## config.mk

```make
export PLATFORM = sky130hd
export DESIGN_NAME = odio_top
export DESIGN_NICKNAME = d
export VERILOG_FILES = /design/src/rtl/odio_pkg.sv /design/src/rtl/odio_relay.sv /design/src/rtl/odio_top.sv
export SDC_FILE = /design/constraint.sdc
export NUM_CORES = 1
export LEC_CHECK = 0
export ABC_AREA = 1
export BUFFER_PORTS_ARGS = -buffer_cell sky130_fd_sc_hd__buf_2
export CAP_MARGIN = 5
export CORE_MARGIN = 4
export CORE_UTILIZATION = 57
export CTS_CLUSTER_DIAMETER = 50
export DETAILED_ROUTE_END_ITERATION = 16
export GPL_ROUTABILITY_DRIVEN = 0
export MAX_ROUTING_LAYER = met4
export PLACE_DENSITY_LB_ADDON = 0.1
export SLEW_MARGIN = 20
export SYNTH_ARGS = -nofsm -noshare
export SYNTH_HDL_FRONTEND = slang
export SYNTH_SLANG_ARGS = --single-unit
export TNS_END_PERCENT = 50
```

## constraint.sdc

```tcl
create_clock -name i_clk -period 3.3 [get_ports i_clk]
set_clock_uncertainty 0.2 [all_clocks]
set_input_delay 0.66 -clock i_clk [delete_from_list [all_inputs] [get_ports i_clk]]
set_output_delay 0.66 -clock i_clk [all_outputs]
set_load 0.01 [all_outputs]
```

## src/rtl/odio_pkg.sv

```systemverilog
// package of constants and types for the digital option port
package odio_pkg;
   localparam int unsigned CLK_HZ        = 100_000_000;
   localparam int unsigned TICK_MS       = 100;
   localparam int unsigned TICK_CYCLES   = CLK_HZ / 1000 * TICK_MS;
   localparam logic [15:0] DELAY_MAX     = 16'h0064;
   localparam logic [15:0] DELAY_RESET   = 16'h0000;
   localparam logic [7:0]  PARAM_STATUS  = 8'h01;
   localparam logic [7:0]  PARAM_IN1     = 8'h02;
   localparam logic [7:0]  PARAM_IN4     = 8'h05;
   localparam logic [7:0]  PARAM_RLY1    = 8'h06;
   localparam logic [7:0]  PARAM_RLY3END = 8'h11;
   localparam logic [7:0]  PARAM_MGMT    = 8'h12;
   localparam int unsigned N_IN          = 4;
   localparam int unsigned N_RLY         = 3;
   localparam int unsigned ST_READY_BIT  = 0;
   localparam int unsigned ST_IN_LSB     = 1;
   localparam int unsigned ST_RLY_LSB    = 5;
   localparam logic [7:0]  FN_RESET      = 8'h00;
   localparam logic [7:0]  SRC_RESET     = 8'h00;
   localparam logic [7:0]  MGMT_READY    = 8'h00;
   localparam logic [7:0]  MGMT_FACTORY  = 8'h01;

   typedef enum logic [7:0] {
      ODIO_FN_DISABLE = 8'h00, ODIO_FN_START = 8'h01, ODIO_FN_COAST = 8'h02,
      ODIO_FN_STOP_OPT = 8'h03, ODIO_FN_START_COAST = 8'h04, ODIO_FN_START_STOP = 8'h05,
      ODIO_FN_DUAL_RAMP = 8'h06, ODIO_FN_OVERLOAD_PROFILE_SELECT = 8'h07,
      ODIO_FN_FAULT = 8'h08, ODIO_FN_FAULT_NC = 8'h09, ODIO_FN_CLEAR_FAULT = 8'h0a,
      ODIO_FN_EMERG_RUN = 8'h0b, ODIO_FN_MOTOR_HEATER = 8'h0c
   } odio_fn_t;

   typedef enum logic [7:0] {
      ODIO_SRC_NORMAL = 8'h00, ODIO_SRC_UP_TO_SPEED = 8'h01, ODIO_SRC_FAULT = 8'h02,
      ODIO_SRC_ALARM = 8'h03, ODIO_SRC_EXT_BYPASS = 8'h04, ODIO_SRC_EXT_BRAKE = 8'h05,
      ODIO_SRC_LOGIC = 8'h06, ODIO_SRC_HOST_AUX = 8'h07, ODIO_SRC_NET1 = 8'h08,
      ODIO_SRC_NET2 = 8'h09, ODIO_SRC_NET3 = 8'h0a, ODIO_SRC_NET4 = 8'h0b,
      ODIO_SRC_FAN = 8'h0c
   } odio_src_t;

   // host conditions that feed the relay source selectors
   typedef struct packed {
      logic       running;
      logic       up_to_speed_condition;
      logic       fault;
      logic       alarm;
      logic       ext_bypass;
      logic       ext_brake;
      logic       logic_out;
      logic [2:0] host_aux_control_word;
      logic [3:0] network;
      logic       fan;
   } odio_cond_t;

   typedef struct packed {
      logic        wr;
      logic [7:0]  addr;
      logic [15:0] wdata;
   } odio_req_t;

   typedef struct packed {
      logic [7:0]  src;
      logic        inv;
      logic [15:0] on_dly;
      logic [15:0] off_dly;
   } odio_rcfg_t;

   typedef enum logic [2:0] {
      ODIO_RS_OFF = 3'b001, ODIO_RS_ON_WAIT = 3'b010, ODIO_RS_ON = 3'b100
   } odio_rstate_t;

   typedef struct packed {
      odio_rstate_t st;
      logic [15:0]  cnt;
      logic         out;
   } odio_relay_state_t;
endpackage

```

## src/rtl/odio_relay.sv

```systemverilog
// one auxiliary relay channel with on and off delays
module odio_relay
   import odio_pkg::*;
(
   input  wire logic        i_clk,     // system clock
   input  wire logic        i_resetn,  // async reset, active low
   input  wire logic        i_tick,    // 100 ms enable pulse
   input  wire logic        i_clr,     // factory restore, drop relay
   input  wire logic        i_want,    // source xor invert
   input  wire odio_rcfg_t  i_cfg,     // delays in 0.1 s
   output logic             o_out      // relay drive
);
   odio_relay_state_t s_reg, s_next;

   always_comb begin
      s_next = s_reg;
      case (s_reg.st)
         ODIO_RS_OFF: begin
            if (i_want) begin
               s_next.st  = ODIO_RS_ON_WAIT;
               s_next.cnt = 16'h0000;
               s_next.out = (i_cfg.on_dly == DELAY_RESET);
               if (i_cfg.on_dly == DELAY_RESET) s_next.st = ODIO_RS_ON;
            end
         end
         ODIO_RS_ON_WAIT: begin
            // counts up so a delay changed mid-wait still applies
            if (!i_want && !s_reg.out) begin
               s_next.st = ODIO_RS_OFF;
            end else if (!i_want) begin
               s_next.st = ODIO_RS_ON;
            end else if (i_tick) begin
               s_next.cnt = s_reg.cnt + 16'h0001;
               if (s_reg.cnt + 16'h0001 >= i_cfg.on_dly) begin
                  s_next.st  = ODIO_RS_ON;
                  s_next.out = 1'b1;
                  s_next.cnt = 16'h0000;
               end
            end
         end
         ODIO_RS_ON: begin
            if (i_want) begin
               s_next.cnt = 16'h0000;
            end else if (i_cfg.off_dly == DELAY_RESET) begin
               s_next.st  = ODIO_RS_OFF;
               s_next.out = 1'b0;
            end else if (i_tick) begin
               s_next.cnt = s_reg.cnt + 16'h0001;
               if (s_reg.cnt + 16'h0001 >= i_cfg.off_dly) begin
                  s_next.st  = ODIO_RS_OFF;
                  s_next.out = 1'b0;
                  s_next.cnt = 16'h0000;
               end
            end
         end
         default: s_next = '{st: ODIO_RS_OFF, cnt: 16'h0000, out: 1'b0};
      endcase
      if (i_clr) s_next = '{st: ODIO_RS_OFF, cnt: 16'h0000, out: 1'b0};
   end

   always_ff @(posedge i_clk or negedge i_resetn) begin
      if (!i_resetn) s_reg <= '{st: ODIO_RS_OFF, cnt: 16'h0000, out: 1'b0};
      else s_reg <= s_next;
   end

   assign o_out = s_reg.out;
endmodule

```

## src/rtl/odio_top.sv

```systemverilog
// digital option module: four ac inputs, three delayed aux relays, parameter port
//
// Behaviour
// - The module sits on one of three option ports and holds its own parameter set there.
// - The module gives four line-voltage inputs and three auxiliary relay outputs.
// - Status bit 0 reads 1 when the module is ready and 0 when disabled.
// - Status bits 1 to 4 mirror the states of inputs 1 to 4.
// - Status bits 5 to 7 mirror the states of relays 1 to 3.
// - Each input has a selectable function from a fixed list, Disable after reset.
// - Each relay has a selectable source condition, Normal after reset.
// - Each relay has an invert setting, off after reset, that reverses its sense.
// - Each relay has on and off delays of 0.0 to 10.0 s, zero after reset.
// - A relay sourced from host output control follows its own bit of parameter 180.
// - Writing Factory Default to parameter management restores all defaults and reads Ready.
module odio_top
   import odio_pkg::*;
(
   input  wire logic        i_clk,      // system clock, 100 MHz
   input  wire logic        i_resetn,   // async reset, active low
   input  wire logic [1:0]  i_port_sel, // option port 07, 08 or 09 as 0..2
   input  wire odio_req_t   i_req,      // parameter access from host
   input  wire logic        i_rd,       // read strobe
   input  wire odio_cond_t  i_cond,     // host conditions for relay sources
   input  wire logic [3:0]  i_ac_in,    // line-voltage inputs, conditioned
   output logic [15:0]      o_rdata,    // read data, one cycle after strobe
   output logic             o_rvalid,   // read data valid pulse
   output logic [7:0]       o_status,   // status word copy
   output logic [3:0]       o_fn_act,   // inputs with a non-disabled function asserted
   output logic [2:0]       o_relay,    // relay coils
   output logic [1:0]       o_port      // port the parameter set is held on
);
   typedef struct packed {
      logic [N_IN-1:0][7:0]      fn;
      odio_rcfg_t [N_RLY-1:0]    rcfg;
      logic [7:0]                mgmt;
      logic [23:0]               tick_cnt;
      logic                      tick;
      logic                      ready;
      logic [3:0]                in_s;
      logic [15:0]               rdata;
      logic                      rvalid;
      logic [7:0]                status;
      logic [3:0]                fn_act;
      logic [2:0]                relay;
      logic [1:0]                port;
      logic                      restore;
   } odio_state_t;

   odio_state_t s_reg, s_next;
   logic [N_RLY-1:0] relay_raw;
   logic [N_RLY-1:0] want;

   // index of a relay parameter and its field: 4 params per relay
   function automatic logic [1:0] rly_idx(input logic [7:0] a);
      logic [7:0] d;
      d = a - PARAM_RLY1;
      return d[3:2];
   endfunction

   function automatic logic [1:0] rly_fld(input logic [7:0] a);
      logic [7:0] d;
      d = a - PARAM_RLY1;
      return d[1:0];
   endfunction

   function automatic logic src_level(input logic [7:0] src, input odio_cond_t c,
                                      input int unsigned k);
      logic v;
      v = 1'b0;
      case (src)
         ODIO_SRC_NORMAL:      v = c.running;
         ODIO_SRC_UP_TO_SPEED: v = c.up_to_speed_condition;
         ODIO_SRC_FAULT:       v = c.fault;
         ODIO_SRC_ALARM:       v = c.alarm;
         ODIO_SRC_EXT_BYPASS:  v = c.ext_bypass;
         ODIO_SRC_EXT_BRAKE:   v = c.ext_brake;
         ODIO_SRC_LOGIC:       v = c.logic_out;
         ODIO_SRC_HOST_AUX:    v = c.host_aux_control_word[k];
         ODIO_SRC_NET1:        v = c.network[0];
         ODIO_SRC_NET2:        v = c.network[1];
         ODIO_SRC_NET3:        v = c.network[2];
         ODIO_SRC_NET4:        v = c.network[3];
         ODIO_SRC_FAN:         v = c.fan;
         default:              v = 1'b0;
      endcase
      return v;
   endfunction

   genvar g;
   generate
      for (g = 0; g < N_RLY; g++) begin : g_rly
         assign want[g] = src_level(s_reg.rcfg[g].src, i_cond, g)
                          ^ s_reg.rcfg[g].inv;
         odio_relay u_relay (
            .i_clk    (i_clk),
            .i_resetn (i_resetn),
            .i_tick   (s_reg.tick),
            .i_clr    (s_reg.restore),
            .i_want   (want[g]),
            .i_cfg    (s_reg.rcfg[g]),
            .o_out    (relay_raw[g])
         );
      end
   endgenerate

   always_comb begin
      logic [1:0] ri;
      logic [1:0] rf;
      logic [7:0] st;
      logic [15:0] dv;
      s_next = s_reg;
      ri = rly_idx(i_req.addr);
      rf = rly_fld(i_req.addr);
      dv = (i_req.wdata > DELAY_MAX) ? DELAY_MAX : i_req.wdata;
      st = {relay_raw, s_reg.in_s, s_reg.ready};
      s_next.restore = 1'b0;
      s_next.rvalid  = 1'b0;
      s_next.ready   = 1'b1;
      s_next.port    = i_port_sel;
      s_next.in_s    = i_ac_in;
      // 100 ms time base for the relay delays
      s_next.tick = 1'b0;
      if (s_reg.tick_cnt == 24'(TICK_CYCLES - 1)) begin
         s_next.tick_cnt = 24'h00_0000;
         s_next.tick     = 1'b1;
      end else begin
         s_next.tick_cnt = s_reg.tick_cnt + 24'h00_0001;
      end
      // parameter writes; status is read only
      if (i_req.wr) begin
         if (i_req.addr >= PARAM_IN1 && i_req.addr <= PARAM_IN4) begin
            if (i_req.wdata[7:0] <= ODIO_FN_MOTOR_HEATER)
               s_next.fn[i_req.addr - PARAM_IN1] = i_req.wdata[7:0];
         end else if (i_req.addr >= PARAM_RLY1 && i_req.addr <= PARAM_RLY3END) begin
            case (rf)
               2'd0: if (i_req.wdata[7:0] <= ODIO_SRC_FAN)
                        s_next.rcfg[ri].src = i_req.wdata[7:0];
               2'd1: s_next.rcfg[ri].inv = i_req.wdata[0];
               2'd2: s_next.rcfg[ri].on_dly = dv;
               default: s_next.rcfg[ri].off_dly = dv;
            endcase
         end else if (i_req.addr == PARAM_MGMT && i_req.wdata[7:0] == MGMT_FACTORY) begin
            // restore acts at once, so the setting never reads other than Ready
            for (int i = 0; i < N_IN; i++) s_next.fn[i] = FN_RESET;
            for (int i = 0; i < N_RLY; i++)
               s_next.rcfg[i] = '{src: SRC_RESET, inv: 1'b0,
                                  on_dly: DELAY_RESET, off_dly: DELAY_RESET};
            s_next.mgmt    = MGMT_READY;
            s_next.restore = 1'b1;
         end
      end
      s_next.status = st;
      s_next.relay  = relay_raw;
      for (int i = 0; i < N_IN; i++)
         s_next.fn_act[i] = s_reg.in_s[i] && (s_reg.fn[i] != ODIO_FN_DISABLE);
      if (i_rd) begin
         s_next.rvalid = 1'b1;
         s_next.rdata  = 16'h0000;
         if (i_req.addr == PARAM_STATUS) begin
            s_next.rdata = {8'h00, st};
         end else if (i_req.addr >= PARAM_IN1 && i_req.addr <= PARAM_IN4) begin
            s_next.rdata = {8'h00, s_reg.fn[i_req.addr - PARAM_IN1]};
         end else if (i_req.addr >= PARAM_RLY1 && i_req.addr <= PARAM_RLY3END) begin
            case (rf)
               2'd0: s_next.rdata = {8'h00, s_reg.rcfg[ri].src};
               2'd1: s_next.rdata = {15'h0000, s_reg.rcfg[ri].inv};
               2'd2: s_next.rdata = s_reg.rcfg[ri].on_dly;
               default: s_next.rdata = s_reg.rcfg[ri].off_dly;
            endcase
         end else if (i_req.addr == PARAM_MGMT) begin
            s_next.rdata = {8'h00, s_reg.mgmt};
         end
      end
   end

   always_ff @(posedge i_clk or negedge i_resetn) begin
      if (!i_resetn) begin
         s_reg <= '0;
      end else begin
         s_reg <= s_next;
      end
   end

   assign o_rdata  = s_reg.rdata;
   assign o_rvalid = s_reg.rvalid;
   assign o_status = s_reg.status;
   assign o_fn_act = s_reg.fn_act;
   assign o_relay  = s_reg.relay;
   assign o_port   = s_reg.port;
endmodule
```

[After elaboration in Yosys (flattened, before gate mapping)]
Index checks and enable logic that the tools add are counted.
Storage, ports and cells
  flip-flop bits (word level): 280
  bits of input ports: 49
  output and inout bits: 34
  logic and storage cells: 292
Operators by class
  $add $sub $neg: 6
  $lt $le $gt $ge: 16
  equal/unequal tests: 90
  muxes and demuxes: 95
  bitwise gates (word level): 4
  reductions and logical operators: 45
Operator list (count)
  $bwmux W123: 4
  $pmux W123 S3: 1
  $mux W20: 18
  $demux W41 S2: 4
  $mux W123: 2
  $pmux W20 S3: 3
  $mux W16: 11
  $mux W163: 1
  $mux W32: 4
  $eq A8 B4 Y1 const B: 15
  $mux W17: 6
  $eq A8 B3 Y1 const B: 12
  $ge A16 B16 Y1: 6
  $logic_not A16 Y1: 6
  $bmux W41 S2: 1
  $mux W41: 2
  $add A16 B1 Y16 const B: 3
  $eq A8 B2 Y1 const B: 6
  $pmux W16 S3: 1
  $mux W3: 15
  $eq A8 B1 Y1 const B: 5
  $pmux W1 S13: 3
  $ne A4 B3 Y1 const B: 9
  $reduce_and A6 Y1: 6
  other kinds (43): 112

[Logic depth before layout (Yosys ltp)]
Gate-level depths: netlist of the first run.
  depth after elaboration: 9
  mapped depth: 23
  gate-level depth less buffers: 23

[Hierarchy]
From an unflattened synthesis of the first run, not the netlist that was laid out.
Unflattened totals
  cell total of the unflattened synthesis: 3019
  area total of the unflattened synthesis: 20374.5 um^2
By module, submodules not included
  odio_top: times used 1, cells each 1981, area an instance 13261.5 um^2
  odio_relay: times used 3, cells each 346, area an instance 2371.0 um^2

[Worst setup path after synthesis of the first run]
OpenSTA, ideal clock, no wires.
  path kind: register to register
  start: reg g_rly[0].u_relay.s_reg[1] in the netlist's numbering
  end: reg g_rly[0].u_relay.s_reg[12] in the netlist's numbering
  arrival: 2890 ps
  data required time: 3017 ps
  slack: 128 ps
  stages on the path, launching flop included: 23
  period minus slack after synthesis: 3172 ps
  cell sequence: dfrtp_1 ha_1 nand2_1 nor2_1 nand4_1 nor2_1 nand2_1 nor2_1 nand3_1 xnor2_1 ha_1 nand2_1 inv_1 nand3_1 a21oi_1 nor2_1 nand3_1 nor2_1 nand2_1 o21ai_2 buf_4 nand3_1 o21ai_0
Between the ends
  cells in the longest elaborated chain, start to end: 8
  elaborated cells on any way between the ends: 13
Ends and longest elaborated chain
  start: declaration: line odio_relay.sv:13  | odio_relay_state_t s_reg, s_next;
  start signal: assignment: line odio_relay.sv:62  | if (!i_resetn) s_reg <= '{st: ODIO_RS_OFF, cnt: 16'h0000, out: 1'b0};
  start signal: assignment: line odio_relay.sv:63  | else s_reg <= s_next;
  $add A16 B1 Y16 (*)
  $ge A16 B16 Y1 (on tied branches): line odio_relay.sv:49, odio_relay.sv:34
  $mux W20 (on tied branches): line odio_relay.sv:49, odio_relay.sv:34
  $mux W20 (on tied branches): line odio_relay.sv:47, odio_relay.sv:32
  $mux W16 / $mux W17 (equally long branches): line odio_relay.sv:44, odio_relay.sv:30
  $mux W16 / $mux W17 (equally long branches): line odio_relay.sv:42, odio_relay.sv:28
  $pmux W20 S3 (*): line odio_relay.sv:17  | case (s_reg.st)
  $mux W20 (*): line odio_relay.sv:58  | if (i_clr) s_next = '{st: ODIO_RS_OFF, cnt: 16'h0000, out: 1'b0};
Every way passes the cells marked *; elsewhere a longest branch is shown, timed or not. The select of a mux whose other input is x is not followed.
A chain may end at the register's enable or synchronous reset.

[Worst setup path in the final report of the first run]
  start: reg g_rly[0].u_relay.s_reg[2] in the netlist's numbering
  end: reg g_rly[0].u_relay.s_reg[11] in the netlist's numbering
The elaborated chain is that of the path after synthesis.

==> flow_metrics.py, run 1 <==
metrics = {
    "grt": {
        "antenna_found_initial": 0,
        "overflow": 0,
        "grt_pass1_vias": 17299,
        "grt_first_pass_wirelength_um": 92000,
        "grt_max_degree": 87,
        "grt_usage": 0.327,
    },
    "sta": {
        "rsz0062_at_grt": "yes",
        "slew_headroom": 0.422,
        "setup_viol": 20,
        "final_hold_viol_count": 0,
        "slew_violations": 0,
        "fin_ws_ns": -0.191,
        "tightest_slew_ns": 0.860,
        "timing.fmax_mhz": 286,
        "finalCritPeriodShare": 1.06,
        "final.min_clock_period_ns": 3.49,
    },
    "run": {
        "drv_cap": 0,
    },
    "yosys": {
        "ys_warn_count": 0,
        "syn_nets": 2701,
        "synth-seq-cells": 277,
        "ys_seq_area_frac": 0.375,
        "async_flop_share": 1.00,
        "synthFlopType": "dfrtp_1",
        "synth.avg_cell_area_um2": 7.25,
        "synth-edff-count": 0,
        "netlist_area_um2": 18500,
        "yosysUniqueCellTypes": 62,
        "synthCells": 2549,
    },
    "setup_path": {
        "crit_arrival_ns": 3.74,
        "r2r-start": "g_rly[0].u_relay.s_reg[2]",
        "worst_setup_path_end_kind": "flip-flop",
        "cp_slowest_cell": "dfrtp_1",
        "slowest_delay_ns": 0.43,
        "critPathKind": "reg -> reg",
        "worstPathCellList": "nand2_2 > nor3_4 > nand3_2 > nor2_4 > nand2_4 > xnor2_2 > buf_4 > ha_1 > nand2_1 > inv_1 > o21ai_1 > a21oi_2 > nor2_2 > nand3_2 > nor2_2 > nand2_2 > o21ai_4 > buf_12 > nand3_1 > o21ai_1",
        "crit_path_start_kind": "flip-flop",
        "cp_top_family": "simple AND/OR/NAND/NOR gates",
        "crit_buf_inv": 3,
        "crit_path_start": "g_rly[0].u_relay.s_reg[2]",
        "cp.required_ns": 3.54,
        "critPathMaxFanout": 8,
    },
    "place": {
        "place_hpwl_um": 42400,
        "io_buffers": 82,
        "dp_slack_ns": -0.371,
        "dp_cells": 3051,
    },
    "routing": {
        "via_per_inst": 5.95,
        "drcViolationCount": 0,
        "drtIter0Drc": 2243,
        "routed_wl_um": 59900,
        "num_vias": 18748,
        "dr.pass1.iters": 6,
        "drtAntennaViolNets": 0,
        "routedWlPerCell_um": 19.0,
    },
    "clocking": {
        "cts_tree": "yes",
        "htreeDepth": 2,
        "numCtsBuffers": 40,
        "cts-root-buf": "clkbuf_16",
        "clk_path_buf_depth": 3,
        "clk_latency_ns": 0.54,
        "cts.clk_slew.worst_paths_ns": 0.06,
        "cts_sinks": 277,
    },
    "finish": {
        "finalNonFillerCells": 3149,
        "fin_nets": 2837,
        "utilization": 0.692,
        "largest_reg_flops": 181,
        "drive_gt1_frac": 0.172,
        "area_growth_pct": 19.1,
    },
    "floorplanning": {
        "die_y_um": 188,
        "initial_core_util": 0.582,
        "die_w_um": 188,
        "die_area_um2": 35400,
        "rows": 65,
        "core_area_um2": 31800,
        "io_pins": 83,
    },
    "min_path": {
        "min-delay-start": "i_ac_in[1]",
        "hold_path_class": "in -> reg",
    },
    "pwr": {
        "leakage_nw": 11.2,
        "vdd_drop_max_uv": 629,
        "cellPowerDensity_nw_per_um2": 578,
    },
    "run_status": {
        "status": "finished with violations",
        "violations": "setup timing",
    },
}
logic make-up (layout without fill, tap and decap cells):
kind of cell,Yosys count,count (layout),synth area share
simple gates,1220,1220,0.288
other cells,1,2,0.000203
fa+ha+maj,103,103,0.0697
compound gates,435,436,0.137
xor+xnor,50,50,0.0237
flops,277,277,0.375
buf+inv,463,626,0.106
routing by layer:
layer | vias to the layer above | GRT usage | routed length [um]
li1 | 8720 | - | -
met1 | 8865 | 0.443 | 24800
met2 | 979 | 0.492 | 26900
met3 | 184 | 0.0674 | 5770
met4 | 0 | 0.113 | 2460
met5 | - | - | 0
cells in the mapped netlist (26+ instances only):
cell / n / area, um^2
ha_1: 103 / 1290
inv_1: 333 / 1250
nor2_1: 197 / 739
buf_2: 26 / 130
nor3_1: 32 / 160
clkbuf_1: 34 / 128
nand4_1: 75 / 469
nor4_1: 26 / 163
buf_4: 36 / 270
dfrtp_1: 274 / 6860
a21oi_1: 126 / 631
o21ai_0: 168 / 841
o22ai_1: 50 / 313
xor2_1: 40 / 350
nand2_1: 637 / 2390
nand3_1: 203 / 1020
power by group:
group | switching, W | total [W] | internal (W)
Clock | 0.00169 | 0.00425 | 0.00257
Combinational | 0.00299 | 0.00436 | 0.00137
Sequential | 0.000297 | 0.00411 | 0.00381
path summary, 6_finish.rpt:
check,cells after the start,endpoint,slack [ns]
worst max-delay path,20,g_rly[0].u_relay.s_reg[11],-0.19
worst min-delay path,1,s_next[12],0.02
worst max register to register,20,g_rly[0].u_relay.s_reg[11],-0.19
worst min register to register,0,o_status[1],0.18
max in group asynchronous,3,g_rly[1].u_relay.s_reg[9],1.66
min in group asynchronous,2,s_reg[209],0.40
stage by stage:
stage | area (um^2) | total power, W | TNS [ns] | hold slack, ns
finish | 22000 | 0.0127 | -2.24 | 0.0228
global route | 22000 | 0.0134 | -9.62 | 0.0121
CTS | 21100 | 0.0123 | -0.272 | 0.0184
detailed placement | 19700 | 0.00793 | -6.04 | 0.165
global placement | 19700 | 0.00783 | -3.57 | 0.160
floorplan | 18500 | 0.00677 | 0 | 0.154
layout make-up:
type,instances,area [um^2]
Antenna cell,1,2.50
Multi-Input combinational cell,1810,10400
Clock inverter,19,209
Inverter,352,1330
Tap cell,435,544
Fill cell,2610,9780
Clock buffer,51,1100
Timing Repair Buffer,204,1510
Sequential cell,277,6940
placed cells by master, fill, tap and decap left out, drive strengths merged, types with 26 or more instances in the layout:
| master | netlist | final |
|---|---|---|
| a21oi | 128 | 128 |
| buf | 76 | 202 |
| clkbuf | 35 | 52 |
| dfrtp | 274 | 274 |
| ha | 103 | 103 |
| inv | 351 | 359 |
| nand2 | 647 | 647 |
| nand3 | 205 | 205 |
| nand4 | 76 | 76 |
| nor2 | 216 | 216 |
| nor3 | 33 | 33 |
| nor4 | 26 | 26 |
| o21ai | 185 | 186 |
| o22ai | 52 | 52 |
| xor2 | 40 | 40 |
what timing repair did:
item,CTS,global route
pin swaps,20,84
hold buffers,1,0
setup buffers,6,18
setup endpoints to repair,49,60
gates resized for setup,31,161
gates cloned,1,2
endpoints found under the hold margin,36,0
worst reg2reg max path, cell delays in order (launching register included):
cell and delay, ns:
dfrtp_1 0.43, nand2_2 0.10, nor3_4 0.24, nand3_2 0.15, nor2_4 0.18, nand2_4 0.10
xnor2_2 0.16, buf_4 0.16, ha_1 0.29, nand2_1 0.10, inv_1 0.09, o21ai_1 0.10
a21oi_2 0.09, nor2_2 0.15, nand3_2 0.13, nor2_2 0.12, nand2_2 0.11, o21ai_4 0.10
buf_12 0.16, nand3_1 0.07, o21ai_1 0.17
Power figures use the tool's default switching activity.
==> run 2: changes to the inputs <==
--- a/config.mk
+++ b/config.mk
@@ -9,7 +9,7 @@
 export BUFFER_PORTS_ARGS = -buffer_cell sky130_fd_sc_hd__buf_2
 export CAP_MARGIN = 5
 export CORE_MARGIN = 4
-export CORE_UTILIZATION = 57
+export CORE_UTILIZATION = 50
 export CTS_CLUSTER_DIAMETER = 50
 export DETAILED_ROUTE_END_ITERATION = 16
 export GPL_ROUTABILITY_DRIVEN = 0
==> run 2 against run 1 <==
  * The flow still finishes with violations (setup timing)
  * Total power rose by 1.7%
  * Via count is 2.6% lower
  * Combinational power is 4.8% lower
  * Sequential cell count is the same
  * Critical endpoint is now g_rly[0].u_relay.s_reg[16]
  * Largest cell class unchanged
==> flow_metrics.py, run 2 (same netlist as run 1, synthesis figures left out) <==
metrics = {
    "floorplanning": {
        "die_y_um": 200,
        "die_w_um": 200,
        "io_pins": 83,
        "rows": 70,
        "die_area_um2": 40100,
        "core_area_um2": 36500,
        "initial_core_util": 0.506,
    },
    "finish": {
        "area_growth_pct": 17.8,
        "final_cell_mix": "nand2_1, inv_1, dfrtp_1, nand3_1, nor2_1",
        "fill_cells": 3341,
        "fin_nets": 2825,
        "largest_reg_flops": 181,
        "multiInputGateArea_um2": 10100,
        "fin_area_um2": 21800,
        "regArea_um2": 6940,
        "finalNonFillerCells": 3175,
        "drive_gt1_frac": 0.156,
        "utilization": 0.596,
        "final_common_cell": "nand2_1",
    },
    "setup_path": {
        "crit_path_start": "g_rly[0].u_relay.s_reg[4]",
        "worst_setup_path_end_kind": "flip-flop",
        "path_common_cell": "nand3_1",
        "crit_arrival_ns": 3.66,
        "critPathMaxFanout": 8,
        "cp.required_ns": 3.58,
        "crit_buf_inv": 1,
        "regToRegSetupSlack_ns": -0.08,
        "worstPathCellList": "nand2_1 > nor3_2 > nand3_1 > nor2_2 > nand2_2 > nor2_4 > xor2_2 > ha_4 > a21oi_1 > o21ai_0 > nor2_1 > nand3_2 > o21ai_4 > clkbuf_16 > nand3_1 > o21ai_1",
        "slowest_delay_ns": 0.39,
        "critPathKind": "reg -> reg",
        "cp_top_family": "simple AND/OR/NAND/NOR gates",
        "cp_slowest_cell": "dfrtp_1",
        "r2r-start": "g_rly[0].u_relay.s_reg[4]",
        "crit_path_start_kind": "flip-flop",
    },
    "routing": {
        "dr.pass1.iters": 6,
        "drtAntennaViolNets": 0,
        "num_vias": 18268,
        "routedWlPerCell_um": 18.8,
        "drtIter0Drc": 1669,
        "drcViolationCount": 0,
        "via_per_inst": 5.75,
        "routed_wl_um": 59700,
    },
    "pwr": {
        "power_w": 0.0129,
        "power_switching_w": 0.00497,
        "leakage_nw": 11.1,
        "cellPowerDensity_nw_per_um2": 594,
        "p_seq_frac": 0.317,
        "p_int_w": 0.00796,
        "vdd_drop_max_uv": 455,
        "switching_share": 0.384,
        "comb_power_share": 0.321,
        "pwr-share-clk": 0.362,
    },
    "sta": {
        "tightest_slew_ns": 0.809,
        "slew_violations": 0,
        "slew_headroom": 0.460,
        "timing.hold.ws_ns": 0.148,
        "final_hold_viol_count": 0,
        "rsz0062_at_grt": "yes",
        "finalCritPeriodShare": 1.02,
        "fin_ws_ns": -0.0803,
        "final.min_clock_period_ns": 3.38,
        "timing.fmax_mhz": 296,
        "setup_viol": 15,
    },
    "place": {
        "dp_cells": 3070,
        "io_buffers": 82,
        "place_hpwl_um": 43900,
        "dpl_cell_area_um2": 19600,
    },
    "clocking": {
        "cts-root-buf": "clkbuf_16",
        "htreeDepth": 2,
        "clk_latency_ns": 0.57,
        "cts.clk_slew.worst_paths_ns": 0.06,
        "numCtsBuffers": 42,
        "cts_sinks": 277,
        "cts_tree": "yes",
        "clk_path_buf_depth": 3,
    },
    "grt": {
        "grt_usage": 0.295,
        "grt_first_pass_wirelength_um": 93600,
        "grt_pass1_vias": 17109,
        "antenna_found_initial": 1,
        "overflow": 0,
        "grt_max_degree": 62,
    },
    "run_status": {
        "violations": "setup timing",
        "status": "finished with violations",
    },
    "run": {
        "drv_cap": 0,
    },
    "min_path": {
        "hold_path_class": "in -> reg",
        "min-delay-start": "i_rd",
    },
}
## run 2: changes by cell type in the layout (fill, tap and decap cells not counted), sizes merged
cell and delta:
dlygate4sd3 +6, buf -20, diode +1, inv +6, o21ai -1, clkinv +1
nand3 +1, clkbuf -4, bufinv +3
## run 2: power by group through the flow
stage	Combinational, W	Clock [W]	Sequential, W
finish	0.00415	0.00468	0.00410
global placement	0.00372	0	0.00414
global route	0.00463	0.00492	0.00415
detailed placement	0.00376	0	0.00415
CTS	0.00382	0.00476	0.00410
floorplan	0.00271	0	0.00406
## run 2: final cells by class
type,instances,area share
Antenna cell,2,0.000230
Clock buffer,47,0.0500
Clock inverter,29,0.0169
Inverter,352,0.0609
Multi-Input combinational cell,1810,0.463
Sequential cell,277,0.318
Tap cell,468,0.0269
Timing Repair Buffer,190,0.0634
## run 2: metal layers
metal	wire length, um	global-route usage
met3	5370	0.0635
met4	2240	0.0996
met2	26200	0.435
met5	0	-
met1	25900	0.407
## run 2: path summary, 6_finish.rpt
kind                                                   end  cells past startpoint
worst min-delay path                              o_rvalid                      1
worst min register to register                 o_status[4]                      0
min in group asynchronous                       s_reg[172]                      2
worst max register to register  g_rly[0].u_relay.s_reg[16]                     16
max in group asynchronous       g_rly[1].u_relay.s_reg[17]                      3
worst max-delay path            g_rly[0].u_relay.s_reg[16]                     16
## run 2: worst register-to-register path: cells and delay by family (launching register included)
kind	cells	cell delay, ns
AND/OR/NAND/NOR	9	1.26
AO/OA/AOI/OAI	4	0.69
adder cells (fa/ha/maj)	1	0.26
XOR/XNOR	1	0.28
buffers and inverters	1	0.19
flip-flops	1	0.39
## run 2: through the flow
stage / TNS, ns / setup slack (ns)
floorplan: 0 / 0.128
global placement: -0.00974 / -0.00404
detailed placement: -1.84 / -0.125
CTS: -0.0319 / -0.0191
global route: -8.25 / -0.271
finish: -0.643 / -0.0803
## run 2: what timing repair did
| item | 4_1_cts | 5_1_grt |
|---|---|---|
| endpoints found under the setup margin | 41 | 60 |
| hold endpoints to repair | 50 | 0 |
| pin swaps | 7 | 55 |
| setup buffers | 3 | 15 |
| hold buffers | 7 | 0 |
| resized for setup | 15 | 114 |
| cloned | 0 | 3 |
==> run 3: changes to the inputs <==
--- a/config.mk
+++ b/config.mk
@@ -15,6 +15,7 @@
 export GPL_ROUTABILITY_DRIVEN = 0
 export MAX_ROUTING_LAYER = met4
 export PLACE_DENSITY_LB_ADDON = 0.1
+export RECOVER_POWER = 50
 export SLEW_MARGIN = 20
 export SYNTH_ARGS = -nofsm -noshare
 export SYNTH_HDL_FRONTEND = slang
==> run 3 against run 2 <==
  * The run still ends with setup timing left
  * Sequential power hardly changed
  * Maximum frequency is 0.78% higher
  * Via count is 0.16% higher
  * Critical path type unchanged
  * Largest power group unchanged
  * Highest routed layer unchanged
==> flow_metrics.py, run 3 (same netlist as run 1, synthesis figures left out) <==
metrics = {
    "setup_path": {
        "critPathMaxFanout": 8,
        "regToRegSetupSlack_ns": -0.05,
        "r2r-end": "g_rly[0].u_relay.s_reg[6]",
        "cp_slowest_cell": "dfrtp_1",
        "critPathKind": "reg -> reg",
        "reg2reg_depth": 16,
        "crit_arrival_ns": 3.63,
        "slowest_delay_ns": 0.39,
        "r2r-start": "g_rly[0].u_relay.s_reg[4]",
        "path_common_cell": "nand3_1",
        "worst_setup_path_end_kind": "flip-flop",
        "cp.required_ns": 3.57,
        "crit_path_start_kind": "flip-flop",
        "worstPathCellList": "nand2_1 > nor3_2 > nand3_1 > nor2_2 > nand2_2 > nor2_4 > xor2_2 > ha_4 > a21oi_1 > o21ai_0 > nor2_1 > nand3_2 > o21ai_4 > clkbuf_16 > nand3_1 > o21ai_1",
    },
    "finish": {
        "drive_gt1_frac": 0.155,
        "final_common_cell": "nand2_1",
        "area_growth_pct": 17.5,
        "finalNonFillerCells": 3174,
        "fin_nets": 2825,
        "fill_cells": 3351,
        "final_cell_mix": "nand2_1, inv_1, dfrtp_1, nand3_1, nor2_1",
        "largest_reg_flops": 181,
    },
    "grt": {
        "grt_pass1_vias": 17109,
        "gr-usage-met2": 0.435,
        "grt_first_pass_wirelength_um": 93600,
        "met3_usage": 0.0635,
        "grt_max_degree": 62,
        "grt_usage": 0.295,
        "antenna_found_initial": 1,
        "grt_use_met1": 0.407,
        "top_usage_layer": "met2",
        "overflow": 0,
    },
    "clocking": {
        "htreeDepth": 2,
        "clk_latency_ns": 0.57,
        "cts_sinks": 277,
        "cts_tree": "yes",
        "clk_path_buf_depth": 3,
        "numCtsBuffers": 42,
        "cts-root-buf": "clkbuf_16",
        "cts.clk_slew.worst_paths_ns": 0.06,
    },
    "min_path": {
        "hold_end": "o_status[4]",
        "min-delay-start": "s_next[14]",
        "hold_path_class": "reg -> reg",
        "hold_depth": 0,
    },
    "sta": {
        "setup_tns_ns": -0.327,
        "slew_headroom": 0.214,
        "tightest_slew_ns": 1.18,
        "rsz0062_at_grt": "yes",
        "slew_violations": 0,
        "fin_ws_ns": -0.0540,
        "finalCritPeriodShare": 1.02,
        "final_hold_viol_count": 0,
        "setup_viol": 12,
        "timing.fmax_mhz": 298,
        "final.min_clock_period_ns": 3.35,
    },
    "pwr": {
        "cellPowerDensity_nw_per_um2": 595,
        "p_int_w": 0.00795,
        "comb_power_share": 0.320,
        "leakage_nw": 11.1,
        "pwr-share-clk": 0.362,
        "vdd_drop_max_uv": 454,
        "power_switching_w": 0.00497,
        "p_seq_frac": 0.318,
        "switching_share": 0.385,
    },
    "place": {
        "io_buffers": 82,
        "dp_cells": 3070,
        "place_hpwl_um": 43900,
    },
    "floorplanning": {
        "die_w_um": 200,
        "die_area_um2": 40100,
        "initial_core_util": 0.506,
        "io_pins": 83,
        "rows": 70,
        "die_y_um": 200,
        "core_area_um2": 36500,
    },
    "run_status": {
        "status": "finished with violations",
        "violations": "setup timing",
    },
    "routing": {
        "via_per_inst": 5.76,
        "routed_wl_um": 59700,
        "dr.pass1.iters": 6,
        "num_vias": 18298,
        "drtAntennaViolNets": 0,
        "drcViolationCount": 0,
        "routedWlPerCell_um": 18.8,
        "drtIter0Drc": 1686,
    },
    "run": {
        "drv_cap": 0,
    },
}
-- run 3: timing repair --
action	4_1_cts	5_1_grt
setup endpoints to repair	41	60
pin swaps	7	55
endpoints found under the hold margin	50	0
gates resized for setup	15	114
cloned	0	3
buffers inserted	3	15
hold buffers	7	0
-- run 3: how the worst max path moves through the flow --
stage                                       endpoint  depth (start not counted)                       from
after floorplan           g_rly[0].u_relay.s_reg[12]                         22  g_rly[0].u_relay.s_reg[1]
after global placement     g_rly[0].u_relay.s_reg[4]                         22  g_rly[0].u_relay.s_reg[1]
after detailed placement   g_rly[0].u_relay.s_reg[4]                         22  g_rly[0].u_relay.s_reg[1]
after CTS                  g_rly[0].u_relay.s_reg[9]                         22  g_rly[0].u_relay.s_reg[1]
after global routing       g_rly[0].u_relay.s_reg[6]                         16  g_rly[0].u_relay.s_reg[4]
final                      g_rly[0].u_relay.s_reg[6]                         16  g_rly[0].u_relay.s_reg[4]
-- run 3: worst max-delay path: cells and delay by family, from the launching register on --
family	cells	cell delay [ns]
DFF	1	0.39
adders and majority gates	1	0.26
AOI/OAI and AO/OA	4	0.68
xor gates and xnor gates	1	0.27
and+or+nand+nor	9	1.25
buffers and inverters	1	0.19
-- run 3: area by class of cell --
type / count / area (um^2) / share of cell area
Antenna cell: 1 / 2.50 / 0.000115
Sequential cell: 277 / 6940 / 0.319
Timing Repair Buffer: 190 / 1320 / 0.0608
Inverter: 352 / 1330 / 0.0611
Clock buffer: 47 / 1090 / 0.0502
Tap cell: 468 / 586 / 0.0270
Clock inverter: 29 / 368 / 0.0169
Multi-Input combinational cell: 1810 / 10100 / 0.465
-- run 3: per-layer routing --
layer,vias to the layer above,routed length (um)
met3,147,5490
met4,0,2160
met2,797,26300
met5,-,0
met1,8656,25700
li1,8698,-
-- run 3: power by group through the flow --
| stage | logic, W | registers (W) | clock network (W) |
|---|---|---|---|
| 2_1_floorplan | 0.00271 | 0.00406 | 0 |
| 3_3_place_gp | 0.00372 | 0.00414 | 0 |
| 3_5_place_dp | 0.00376 | 0.00415 | 0 |
| 4_1_cts | 0.00382 | 0.00410 | 0.00476 |
| 5_1_grt | 0.00461 | 0.00415 | 0.00492 |
| 6_report | 0.00414 | 0.00411 | 0.00468 |
-- run 3: through the flow --
stage	util	instance area, um^2	hold WS [ns]	power [W]	setup slack, ns
after floorplan	-	18500	0.154	0.00677	0.128
after global placement	0.536	19600	0.167	0.00786	-0.00404
after detailed placement	0.536	19600	0.165	0.00792	-0.125
after CTS	0.580	21200	0.107	0.0127	-0.0191
after global routing	0.595	21700	0.194	0.0137	-0.271
final	0.595	21700	0.173	0.0129	-0.0540
